**src/rtl/low_voltage_reset_flag_pkg.sv**
```systemverilog
// constants, types and register map of the low-voltage reset and reset flag block
// assumes a single 50 MHz clock and a low-speed oscillator tick synchronous to it
package low_voltage_reset_flag_pkg;

  localparam int          ADDR_W          = 3;
  localparam int          DATA_W          = 8;

  // register offsets
  localparam logic [2:0]  OFF_LEVEL_SEL   = 3'h0;
  localparam logic [2:0]  OFF_CTRL        = 3'h1;
  localparam logic [2:0]  OFF_STATUS      = 3'h2;
  localparam logic [2:0]  OFF_IRQ_STATUS  = 3'h3;
  localparam logic [2:0]  OFF_IRQ_MASK    = 3'h4;

  // level select codes
  localparam logic [7:0]  LEVEL_2V10      = 8'h55;
  localparam logic [7:0]  LEVEL_2V55      = 8'h33;
  localparam logic [7:0]  LEVEL_3V15      = 8'h99;
  localparam logic [7:0]  LEVEL_3V80      = 8'hAA;
  localparam logic [7:0]  LEVEL_POR       = LEVEL_2V10;

  // control register fields
  localparam int          CTRL_KEEPALIVE  = 7;
  localparam int          CTRL_LVR_FLAG   = 2;
  localparam int          CTRL_CODE_FLAG  = 1;
  localparam int          CTRL_WDC_FLAG   = 0;
  localparam logic [7:0]  CTRL_IMPL_MASK  = 8'h87;
  localparam logic [7:0]  CTRL_POR        = 8'h00;

  // status flags
  localparam int          STAT_TIMEOUT    = 1;
  localparam int          STAT_POWERDOWN  = 0;
  localparam logic [1:0]  STAT_POR        = 2'h0;

  // interrupt status / mask layout
  localparam int          IRQ_W           = 4;
  localparam int          IRQ_LVR         = 0;
  localparam int          IRQ_CODE        = 1;
  localparam int          IRQ_WDT         = 2;
  localparam int          IRQ_WDC         = 3;
  localparam logic [3:0]  IRQ_POR         = 4'h0;

  // reset issue delay in low-speed oscillator cycles: fires on the third tick,
  // so the delay lands between two and three full cycles
  localparam int          DELAY_LIRC_MIN  = 2;
  localparam logic [1:0]  DELAY_TICKS     = 2'(DELAY_LIRC_MIN + 1);

  typedef enum logic [1:0] {
    LOW_VOLTAGE_RESET_FLAG_CAUSE_NONE,
    LOW_VOLTAGE_RESET_FLAG_CAUSE_LVR,
    LOW_VOLTAGE_RESET_FLAG_CAUSE_CODE,
    LOW_VOLTAGE_RESET_FLAG_CAUSE_WDT
  } low_voltage_reset_flag_cause_t;

  typedef struct packed {
    logic              wr;
    logic              rd;
    logic [2:0]        addr;
    logic [7:0]        wdata;
  } low_voltage_reset_flag_bus_req_t;

  typedef struct packed {
    logic pc_zero;
    logic sp_top;
    logic int_disable;
    logic wdt_tb_clear;
    logic timers_off;
    logic ports_input;
  } low_voltage_reset_flag_por_fx_t;

  localparam low_voltage_reset_flag_por_fx_t POR_FX_ALL  = 6'h3F;
  localparam low_voltage_reset_flag_por_fx_t POR_FX_NONE = 6'h00;

endpackage : low_voltage_reset_flag_pkg

```
**src/rtl/low_voltage_reset_flag_top.sv**
```systemverilog
// low-voltage reset level select, reset cause flags and watchdog reset effects
// assumes: resetn is the power-on reset; lirc_tick is a one-cycle pulse per
// low-speed oscillator cycle; power_down is high in sleep or idle mode
//
// The placing of the registers and strobed register access were chosen for this implementation.
`timescale 1ns/100ps

module low_voltage_reset_flag_top (
  input  wire logic                  clock,
  input  wire logic                  resetn,
  input  wire low_voltage_reset_flag_pkg::low_voltage_reset_flag_bus_req_t bus_req,
  output logic [7:0]                 bus_rdata,
  input  wire logic                  lirc_tick,
  input  wire logic                  low_voltage_detect,
  input  wire logic                  power_down,
  input  wire logic                  watchdog_timeout,
  input  wire logic                  watchdog_ctrl_fault,
  input  wire logic                  halt_entry,
  input  wire logic                  watchdog_clear,
  output logic                       chip_reset,
  output logic                       pc_sp_clear,
  output low_voltage_reset_flag_pkg::low_voltage_reset_flag_por_fx_t     por_effects,
  output logic                       watchdog_run,
  output logic                       idle_sysclk_keepalive,
  output logic [7:0]                 level_code,
  output logic                       irq
);

  typedef enum logic [1:0] {
    LOW_VOLTAGE_RESET_FLAG_ST_IDLE,
    LOW_VOLTAGE_RESET_FLAG_ST_WAIT,
    LOW_VOLTAGE_RESET_FLAG_ST_FIRE
  } low_voltage_reset_flag_state_t;

  low_voltage_reset_flag_state_t          state_r;
  low_voltage_reset_flag_pkg::low_voltage_reset_flag_cause_t cause_r;
  logic [1:0]           tick_cnt_r;
  logic [7:0]           level_r;
  logic [7:0]           ctrl_r;
  logic [7:0]           ctrl_nxt;
  logic [1:0]           stat_r;
  logic [1:0]           stat_nxt;
  logic [3:0]           irq_st_r;
  logic [3:0]           irq_st_nxt;
  logic [3:0]           irq_mask_r;
  logic [3:0]           irq_ev;
  logic                 lvd_meta_r;
  logic                 lvd_sync_r;
  logic                 lvd_q_r;
  logic                 code_ok;
  logic                 wr_level;
  logic                 wr_ctrl;
  logic                 wr_irq_st;
  logic                 wr_irq_mask;
  logic                 fire_now;
  logic                 fire_lvr;
  logic                 fire_code;
  logic                 fire_wdt;
  logic                 wdt_sleep;
  logic                 por_hold_r;

  ////////////////////////////////////////////////////////////////////////////
  // decode

  assign wr_level    = bus_req.wr && (bus_req.addr == low_voltage_reset_flag_pkg::OFF_LEVEL_SEL);
  assign wr_ctrl     = bus_req.wr && (bus_req.addr == low_voltage_reset_flag_pkg::OFF_CTRL);
  assign wr_irq_st   = bus_req.wr && (bus_req.addr == low_voltage_reset_flag_pkg::OFF_IRQ_STATUS);
  assign wr_irq_mask = bus_req.wr && (bus_req.addr == low_voltage_reset_flag_pkg::OFF_IRQ_MASK);

  always_comb begin
    code_ok = (level_r == low_voltage_reset_flag_pkg::LEVEL_2V10) ||
              (level_r == low_voltage_reset_flag_pkg::LEVEL_2V55) ||
              (level_r == low_voltage_reset_flag_pkg::LEVEL_3V15) ||
              (level_r == low_voltage_reset_flag_pkg::LEVEL_3V80);
  end

  ////////////////////////////////////////////////////////////////////////////
  // low-voltage detect synchroniser, then sampled on the slow tick

  always_ff @(posedge clock) begin
    if (!resetn) begin
      lvd_meta_r <= 1'b0;
      lvd_sync_r <= 1'b0;
      lvd_q_r    <= 1'b0;
    end else begin
      lvd_meta_r <= low_voltage_detect;
      lvd_sync_r <= lvd_meta_r;
      if (lirc_tick) begin
        lvd_q_r <= lvd_sync_r;
      end
    end
  end

  ////////////////////////////////////////////////////////////////////////////
  // reset issue sequencer

  assign fire_now  = (state_r == LOW_VOLTAGE_RESET_FLAG_ST_WAIT) && lirc_tick &&
                     (tick_cnt_r == low_voltage_reset_flag_pkg::DELAY_TICKS - 2'h1);
  assign fire_lvr  = fire_now && (cause_r == low_voltage_reset_flag_pkg::LOW_VOLTAGE_RESET_FLAG_CAUSE_LVR);
  assign fire_code = fire_now && (cause_r == low_voltage_reset_flag_pkg::LOW_VOLTAGE_RESET_FLAG_CAUSE_CODE);
  assign fire_wdt  = fire_now && (cause_r == low_voltage_reset_flag_pkg::LOW_VOLTAGE_RESET_FLAG_CAUSE_WDT);
  assign wdt_sleep = watchdog_timeout && power_down;

  always_ff @(posedge clock) begin
    if (!resetn) begin
      state_r    <= LOW_VOLTAGE_RESET_FLAG_ST_IDLE;
      cause_r    <= low_voltage_reset_flag_pkg::LOW_VOLTAGE_RESET_FLAG_CAUSE_NONE;
      tick_cnt_r <= 2'h0;
    end else begin
      case (state_r)
        LOW_VOLTAGE_RESET_FLAG_ST_IDLE: begin
          tick_cnt_r <= 2'h0;
          if (!code_ok) begin
            state_r <= LOW_VOLTAGE_RESET_FLAG_ST_WAIT;
            cause_r <= low_voltage_reset_flag_pkg::LOW_VOLTAGE_RESET_FLAG_CAUSE_CODE;
          end else if (lvd_q_r && !power_down) begin
            state_r <= LOW_VOLTAGE_RESET_FLAG_ST_WAIT;
            cause_r <= low_voltage_reset_flag_pkg::LOW_VOLTAGE_RESET_FLAG_CAUSE_LVR;
          end else if (watchdog_timeout && !power_down) begin
            state_r <= LOW_VOLTAGE_RESET_FLAG_ST_WAIT;
            cause_r <= low_voltage_reset_flag_pkg::LOW_VOLTAGE_RESET_FLAG_CAUSE_WDT;
          end
        end
        LOW_VOLTAGE_RESET_FLAG_ST_WAIT: begin
          if (lirc_tick) begin
            tick_cnt_r <= tick_cnt_r + 2'h1;
          end
          if (fire_now) begin
            state_r <= LOW_VOLTAGE_RESET_FLAG_ST_FIRE;
          end
        end
        LOW_VOLTAGE_RESET_FLAG_ST_FIRE: begin
          // a low-voltage reset is held while the supply stays low and power_down is low
          if (cause_r != low_voltage_reset_flag_pkg::LOW_VOLTAGE_RESET_FLAG_CAUSE_LVR || !lvd_q_r || power_down) begin
            state_r <= LOW_VOLTAGE_RESET_FLAG_ST_IDLE;
            cause_r <= low_voltage_reset_flag_pkg::LOW_VOLTAGE_RESET_FLAG_CAUSE_NONE;
          end
        end
        default: begin
          state_r <= LOW_VOLTAGE_RESET_FLAG_ST_IDLE;
        end
      endcase
    end
  end

  ////////////////////////////////////////////////////////////////////////////
  // level select register

  always_ff @(posedge clock) begin
    if (!resetn) begin
      level_r <= low_voltage_reset_flag_pkg::LEVEL_POR;
    end else if (fire_code) begin
      level_r <= low_voltage_reset_flag_pkg::LEVEL_POR;
    end else if (wr_level) begin
      level_r <= bus_req.wdata;
    end
  end

  ////////////////////////////////////////////////////////////////////////////
  // control register: flags are set by hardware, cleared only by writing zero

  always_comb begin
    ctrl_nxt = ctrl_r;
    if (wr_ctrl) begin
      ctrl_nxt[low_voltage_reset_flag_pkg::CTRL_KEEPALIVE] = bus_req.wdata[low_voltage_reset_flag_pkg::CTRL_KEEPALIVE];
      ctrl_nxt[low_voltage_reset_flag_pkg::CTRL_LVR_FLAG]  = ctrl_r[low_voltage_reset_flag_pkg::CTRL_LVR_FLAG] &
                                           bus_req.wdata[low_voltage_reset_flag_pkg::CTRL_LVR_FLAG];
      ctrl_nxt[low_voltage_reset_flag_pkg::CTRL_CODE_FLAG] = ctrl_r[low_voltage_reset_flag_pkg::CTRL_CODE_FLAG] &
                                           bus_req.wdata[low_voltage_reset_flag_pkg::CTRL_CODE_FLAG];
      ctrl_nxt[low_voltage_reset_flag_pkg::CTRL_WDC_FLAG]  = ctrl_r[low_voltage_reset_flag_pkg::CTRL_WDC_FLAG] &
                                           bus_req.wdata[low_voltage_reset_flag_pkg::CTRL_WDC_FLAG];
    end
    if (fire_lvr) begin
      ctrl_nxt[low_voltage_reset_flag_pkg::CTRL_LVR_FLAG] = 1'b1;
    end
    if (fire_code) begin
      ctrl_nxt[low_voltage_reset_flag_pkg::CTRL_CODE_FLAG] = 1'b1;
    end
    if (watchdog_ctrl_fault) begin
      ctrl_nxt[low_voltage_reset_flag_pkg::CTRL_WDC_FLAG] = 1'b1;
    end
    ctrl_nxt = ctrl_nxt & low_voltage_reset_flag_pkg::CTRL_IMPL_MASK;
  end

  always_ff @(posedge clock) begin
    if (!resetn) begin
      ctrl_r <= low_voltage_reset_flag_pkg::CTRL_POR;
    end else begin
      ctrl_r <= ctrl_nxt;
    end
  end

  ////////////////////////////////////////////////////////////////////////////
  // timeout and power-down flags

  always_comb begin
    stat_nxt = stat_r;
    if (watchdog_clear) begin
      stat_nxt = 2'h0;
    end
    if (halt_entry) begin
      stat_nxt[low_voltage_reset_flag_pkg::STAT_TIMEOUT]   = 1'b0;
      stat_nxt[low_voltage_reset_flag_pkg::STAT_POWERDOWN] = 1'b1;
    end
    if (fire_wdt) begin
      stat_nxt[low_voltage_reset_flag_pkg::STAT_TIMEOUT] = 1'b1;
    end
    if (wdt_sleep) begin
      stat_nxt[low_voltage_reset_flag_pkg::STAT_TIMEOUT]   = 1'b1;
      stat_nxt[low_voltage_reset_flag_pkg::STAT_POWERDOWN] = 1'b1;
    end
  end

  always_ff @(posedge clock) begin
    if (!resetn) begin
      stat_r <= low_voltage_reset_flag_pkg::STAT_POR;
    end else begin
      stat_r <= stat_nxt;
    end
  end

  ////////////////////////////////////////////////////////////////////////////
  // interrupt status and mask

  always_comb begin
    irq_ev                     = 4'h0;
    irq_ev[low_voltage_reset_flag_pkg::IRQ_LVR]  = fire_lvr;
    irq_ev[low_voltage_reset_flag_pkg::IRQ_CODE] = fire_code;
    irq_ev[low_voltage_reset_flag_pkg::IRQ_WDT]  = fire_wdt || wdt_sleep;
    irq_ev[low_voltage_reset_flag_pkg::IRQ_WDC]  = watchdog_ctrl_fault;
    irq_st_nxt                 = irq_st_r;
    if (wr_irq_st) begin
      irq_st_nxt = irq_st_r & ~bus_req.wdata[3:0];
    end
    irq_st_nxt = irq_st_nxt | irq_ev;
  end

  always_ff @(posedge clock) begin
    if (!resetn) begin
      irq_st_r   <= low_voltage_reset_flag_pkg::IRQ_POR;
      irq_mask_r <= low_voltage_reset_flag_pkg::IRQ_POR;
      irq        <= 1'b0;
    end else begin
      irq_st_r <= irq_st_nxt;
      if (wr_irq_mask) begin
        irq_mask_r <= bus_req.wdata[3:0];
      end
      irq <= |(irq_st_nxt & (wr_irq_mask ? bus_req.wdata[3:0] : irq_mask_r));
    end
  end

  ////////////////////////////////////////////////////////////////////////////
  // read port: data valid the cycle after the strobe only

  always_ff @(posedge clock) begin
    if (!resetn) begin
      bus_rdata <= 8'h00;
    end else if (!bus_req.rd) begin
      bus_rdata <= 8'h00;
    end else if (bus_req.addr == low_voltage_reset_flag_pkg::OFF_LEVEL_SEL) begin
      bus_rdata <= level_r;
    end else if (bus_req.addr == low_voltage_reset_flag_pkg::OFF_CTRL) begin
      bus_rdata <= ctrl_r & low_voltage_reset_flag_pkg::CTRL_IMPL_MASK;
    end else if (bus_req.addr == low_voltage_reset_flag_pkg::OFF_STATUS) begin
      bus_rdata <= {6'h00, stat_r};
    end else if (bus_req.addr == low_voltage_reset_flag_pkg::OFF_IRQ_STATUS) begin
      bus_rdata <= {4'h0, irq_st_r};
    end else if (bus_req.addr == low_voltage_reset_flag_pkg::OFF_IRQ_MASK) begin
      bus_rdata <= {4'h0, irq_mask_r};
    end else begin
      bus_rdata <= 8'h00;
    end
  end

  ////////////////////////////////////////////////////////////////////////////
  // reset outputs and power-on effects

  always_ff @(posedge clock) begin
    if (!resetn) begin
      chip_reset  <= 1'b0;
      pc_sp_clear <= 1'b0;
    end else begin
      chip_reset  <= (state_r == LOW_VOLTAGE_RESET_FLAG_ST_FIRE);
      pc_sp_clear <= wdt_sleep;
    end
  end

  // power-on effects stand through reset and one cycle after release
  always_ff @(posedge clock) begin
    if (!resetn) begin
      por_hold_r   <= 1'b1;
      por_effects  <= low_voltage_reset_flag_pkg::POR_FX_ALL;
      watchdog_run <= 1'b0;
    end else begin
      por_hold_r   <= 1'b0;
      por_effects  <= low_voltage_reset_flag_pkg::POR_FX_NONE;
      watchdog_run <= !por_hold_r || watchdog_run;
    end
  end

  always_ff @(posedge clock) begin
    if (!resetn) begin
      idle_sysclk_keepalive <= 1'b0;
      level_code            <= low_voltage_reset_flag_pkg::LEVEL_POR;
    end else begin
      idle_sysclk_keepalive <= ctrl_nxt[low_voltage_reset_flag_pkg::CTRL_KEEPALIVE];
      level_code            <= level_r;
    end
  end

  ////////////////////////////////////////////////////////////////////////////
  // assertions

  a_por_level: assert property (@(posedge clock) disable iff (!resetn)
    $rose(resetn) |-> level_r == low_voltage_reset_flag_pkg::LEVEL_POR)
    else $error("level select not at power-on value");

  a_bad_code: assert property (@(posedge clock) disable iff (!resetn)
    (state_r == LOW_VOLTAGE_RESET_FLAG_ST_IDLE && !code_ok) |=> state_r == LOW_VOLTAGE_RESET_FLAG_ST_WAIT &&
      cause_r == low_voltage_reset_flag_pkg::LOW_VOLTAGE_RESET_FLAG_CAUSE_CODE)
    else $error("invalid code not acted on");

  a_delay_fire: assert property (@(posedge clock) disable iff (!resetn)
    (state_r == LOW_VOLTAGE_RESET_FLAG_ST_WAIT && lirc_tick && tick_cnt_r == 2'h2)
      |=> state_r == LOW_VOLTAGE_RESET_FLAG_ST_FIRE ##1 chip_reset)
    else $error("reset not issued on third tick");

  a_lvr_keeps: assert property (@(posedge clock) disable iff (!resetn)
    (fire_lvr && !bus_req.wr) |=> $stable(level_r))
    else $error("level select changed by low-voltage reset");

  a_code_restore: assert property (@(posedge clock) disable iff (!resetn)
    fire_code |=> level_r == low_voltage_reset_flag_pkg::LEVEL_POR && ctrl_r[low_voltage_reset_flag_pkg::CTRL_CODE_FLAG])
    else $error("bad code not restored or flagged");

  a_lvr_flag: assert property (@(posedge clock) disable iff (!resetn)
    fire_lvr |=> ctrl_r[low_voltage_reset_flag_pkg::CTRL_LVR_FLAG] ##1 chip_reset)
    else $error("low-voltage flag not set");

  a_flag_sticky: assert property (@(posedge clock) disable iff (!resetn)
    (ctrl_r[low_voltage_reset_flag_pkg::CTRL_CODE_FLAG] && !wr_ctrl) |=> ctrl_r[low_voltage_reset_flag_pkg::CTRL_CODE_FLAG])
    else $error("fault flag cleared without write");

  a_unimpl_zero: assert property (@(posedge clock) disable iff (!resetn)
    (bus_req.rd && bus_req.addr == low_voltage_reset_flag_pkg::OFF_CTRL) |=> bus_rdata[6:3] == 4'h0)
    else $error("unimplemented control bits read nonzero");

  a_wdt_normal: assert property (@(posedge clock) disable iff (!resetn)
    (fire_wdt && !wdt_sleep && !halt_entry && !watchdog_clear) |=>
      stat_r[low_voltage_reset_flag_pkg::STAT_TIMEOUT] &&
      stat_r[low_voltage_reset_flag_pkg::STAT_POWERDOWN] == $past(stat_r[low_voltage_reset_flag_pkg::STAT_POWERDOWN]))
    else $error("normal watchdog reset flags wrong");

  a_wdt_sleep: assert property (@(posedge clock) disable iff (!resetn)
    wdt_sleep |=> pc_sp_clear && stat_r == 2'h3 && !chip_reset)
    else $error("sleep watchdog timeout handled wrongly");

  a_por_flags: assert property (@(posedge clock) disable iff (!resetn)
    $rose(resetn) |-> stat_r == low_voltage_reset_flag_pkg::STAT_POR)
    else $error("power-on flags not cleared");

  a_por_fx: assert property (@(posedge clock) disable iff (!resetn)
    $rose(resetn) |-> por_effects == low_voltage_reset_flag_pkg::POR_FX_ALL ##1
      por_effects == low_voltage_reset_flag_pkg::POR_FX_NONE ##1 watchdog_run)
    else $error("power-on effects sequence wrong");

  a_pd_no_lvr: assert property (@(posedge clock) disable iff (!resetn)
    (state_r == LOW_VOLTAGE_RESET_FLAG_ST_IDLE && power_down && code_ok) |=> state_r == LOW_VOLTAGE_RESET_FLAG_ST_IDLE)
    else $error("low-voltage reset armed in power-down");

endmodule : low_voltage_reset_flag_top
```
**config.mk**
```make
export PLATFORM = sky130hd
export DESIGN_NAME = low_voltage_reset_flag_top
export DESIGN_NICKNAME = d
export VERILOG_FILES = /design/src/rtl/low_voltage_reset_flag_pkg.sv /design/src/rtl/low_voltage_reset_flag_top.sv
export SDC_FILE = /design/constraint.sdc
export NUM_CORES = 1
export LEC_CHECK = 0
export ABC_CLOCK_PERIOD_IN_PS = 2200
export CORE_MARGIN = 4
export CORE_UTILIZATION = 60
export DETAILED_ROUTE_END_ITERATION = 8
export DONT_BUFFER_PORTS = 1
export PLACE_DENSITY = 0.76
export SLEW_MARGIN = 5
export SYNTH_ARGS = -nofsm -noshare
export SYNTH_HDL_FRONTEND = slang
export SYNTH_SLANG_ARGS = --single-unit
```
**constraint.sdc**
```tcl
create_clock -name clock -period 2.2 [get_ports clock]
set_clock_uncertainty 0.2 [all_clocks]
set_input_delay 0.11 -clock clock [delete_from_list [all_inputs] [get_ports clock]]
set_output_delay 0.11 -clock clock [all_outputs]
set_load 0.05 [all_outputs]
```
==> flow_metrics.env <==
export IMPL_status="finished clean"
export IMPL_crit_path_end="level_r[1]$_SDFFE_PP0P_"
export IMPL_yosys_warnings=0
export IMPL_critPathKind="input pin to register"
export IMPL_slew_viol_final=0
export IMPL_r2r_start="idle_sysclk_keepalive$_SDFFE_PN0P_"
export IMPL_tightest_slew_ps=588
export IMPL_avgSynthCellArea_um2=9.06
export IMPL_cp_arrival_ps=2160
export IMPL_synth_seq_cells=52
export IMPL_grt_ovfl_total=0
export IMPL_dieHeight_um=67.9
export IMPL_synthArstFlopShare_pct=0
export IMPL_cts_inserted_buffers=5
export IMPL_worstPathRequired_ps=2300
export IMPL_ios=49
export IMPL_period_needed_ps=2050
export IMPL_portBuffers=0
export IMPL_setup_worst_path_start_class="input pin"
export IMPL_r2r_end="bus_rdata[7]$_SDFF_PN0_"
export IMPL_fp_dieArea_um2=4620
export IMPL_drc_errors=0
export IMPL_fin_tns_setup_ps=0
export IMPL_core_rowCount=21
export IMPL_peakVddDrop_mv=0.340
export IMPL_root_buffer="clkbuf_4"
export IMPL_syn_num_nets=261
export IMPL_detail_route_wl_per_cell_um=15.7
export IMPL_netlist_instances=238
export IMPL_via_per_inst=5.77
export IMPL_nets=289
export IMPL_crit_start="bus_req[8]"
export IMPL_core_um2=3420
export IMPL_syn_cell_area_um2=2160
export IMPL_hold_violations=0
export IMPL_rsz0062_at_grt="no"
export IMPL_grt_pass1_wl_mm=8.03
export IMPL_cts_setup_buffers=0
export IMPL_grt_max_degree=26
export IMPL_drive_gt1_share_pct=7.89
export IMPL_period_share_pct=93.3
export IMPL_power_leakage_nw=1.04
export IMPL_rr_worst_depth=3
export IMPL_vias=1801
export IMPL_dpl_hpwl_mm=3.25
export IMPL_clock_sinks=52
export IMPL_crit_fanout=9
export IMPL_cts_tree="built"
export IMPL_clkSlewWorstSetupHoldPaths_ps=150
export IMPL_clock_path_buffers=2
export IMPL_hp_class="input pin to register"
export IMPL_relSlewSlack_pct=60.8
export IMPL_clock_latency_ps=370
export IMPL_die_w_um=67.9
export IMPL_diodes=0
export IMPL_worst_r2r_setup_slack_ps=250
export IMPL_track_usage_pct=23.3
export IMPL_grt_pass1_vias=1774
export IMPL_yosys_most_used_dff="dfxtp_1"
export IMPL_start_util_pct=63.1
export IMPL_yosysUniqueCellTypes=46
export IMPL_antenna_found_initial=0
export IMPL_drt_pre_antenna_iters=5
export IMPL_setup_violations=0
export IMPL_synth_edf_count=0
export IMPL_p_per_area_nw_per_um2=636
export IMPL_syn2layout_area_growth_pct=17.8
export IMPL_gp_congestion=0.870
export IMPL_fmax_ghz=0.487
export IMPL_ctsHtreeMaxLevel=2
export IMPL_end_kind="register"
export IMPL_maxCapViolations=0
export IMPL_final_util_pct=74.3
export IMPL_route_antenna_remaining_nets=0
export IMPL_finalWirelength_mm=4.91
export IMPL_detail_route_iter0_violations=221
export IMPL_ys_seq_area_share_pct=48.3
## layout by cell type (no fill, tap or decap), drive strengths merged, types with 10 or more instances in the layout
cell          n
dfxtp        52
and2         11
a21oi        16
nor2         32
inv          10
dlygate4sd3  33
nand2        25
## critical path, cell delays in order
cell	delay, ps
dlygate4sd3_1	670
nor3_2	300
and2_2	300
nand2_1	70
dlygate4sd3_1	550
a21oi_1	160
## layout make-up
cell class,instances,area (um^2)
repair buffers,37,365
multi-input cells,160,987
flip-flops and latches,52,1040
well taps,46,57.6
fillers,244,877
inverters,10,37.5
clock buffers,6,41.3
clock inverters,1,5.00
## through the flow
stage          power [mW]  instances  hold WS (ps)  instance area (um^2)  setup WS (ps)
4_1_cts              1.62        312          12.6                  2530            106
2_1_floorplan        1.17        238         -16.8                  2160            690
6_report             1.62        312          14.5                  2540            148
5_1_grt              1.69        312          34.1                  2540           39.3
3_3_place_gp         1.17        271         -13.4                  2150            552
3_5_place_dp         1.18        271         -11.4                  2150            442
## power breakdown
part           internal [mW]  switching, mW  total, mW
Clock                  0.118          0.278      0.397
Sequential             0.972         0.0640       1.04
Combinational         0.0874         0.0957      0.183
## logic make-up after synthesis
family | count (synthesis) | synth area share, %
AOI/OAI and AO/OA | 49 | 15.6
DFF | 52 | 48.3
adders and majority gates | 1 | 0.580
muxes | 10 | 4.88
and+or+nand+nor | 100 | 24.7
buffers and inverters | 26 | 5.98
## repair_timing
action,4_1_cts,5_1_grt
setup endpoints to repair,0,5
resized for setup,0,2
hold endpoints to repair,52,0
hold buffers,34,0
## worst min path at each step
stage                      from                  endpoint  slack, ps  cells after the start
finish               bus_req[9]   bus_rdata[0]$_SDFF_PN0_         10                      4
global route         bus_req[9]   bus_rdata[0]$_SDFF_PN0_         30                      4
CTS                 bus_req[10]   bus_rdata[1]$_SDFF_PN0_         10                      4
detailed placement       resetn  level_code[4]$_SDFF_PN1_        -10                      1
global placement         resetn  level_code[4]$_SDFF_PN1_        -10                      1
floorplan                resetn  level_code[6]$_SDFF_PN1_        -20                      1
## synthesized netlist by cell type, drive strengths merged, types with 3 or more instances
cell type	instances	area, um^2
a21boi	4	30.0
a21oi	16	83.8
a22oi	5	37.5
and2	11	70.1
and4bb	5	62.6
buf	14	83.8
dfxtp	52	1040
inv	10	37.5
mux2	4	45.0
mux2i	6	60.1
nand2	25	93.8
nand2b	4	25.0
nand3	6	30.0
nor2	32	120
nor2b	3	18.8
nor3	5	30.0
o21ai	6	30.0
o21bai	4	30.0
## sequential cells by signal, summed over array words and instances (netlist names)
register and cells:
level_code 8, pc_sp_clear 1, stat_r 2, idle_sysclk_keepalive 1, bus_rdata 8, chip_reset 1, state_r 2, irq 1
tick_cnt_r 2, lvd_q_r 1, ctrl_r 3, irq_st_r 4, por_effects 1, watchdog_run 1, lvd_sync_r 1, lvd_meta_r 1
cause_r 2, level_r 8, irq_mask_r 4
## metal layers
metal	GRT usage (%)	wire, um	vias up
li1	-	-	870
met1	26.7	1990	830
met2	39.2	2430	83
met3	5.75	358	18
met4	13.6	129	0
met5	0	0	-
Note: power is estimated with default switching activity, not from simulation.
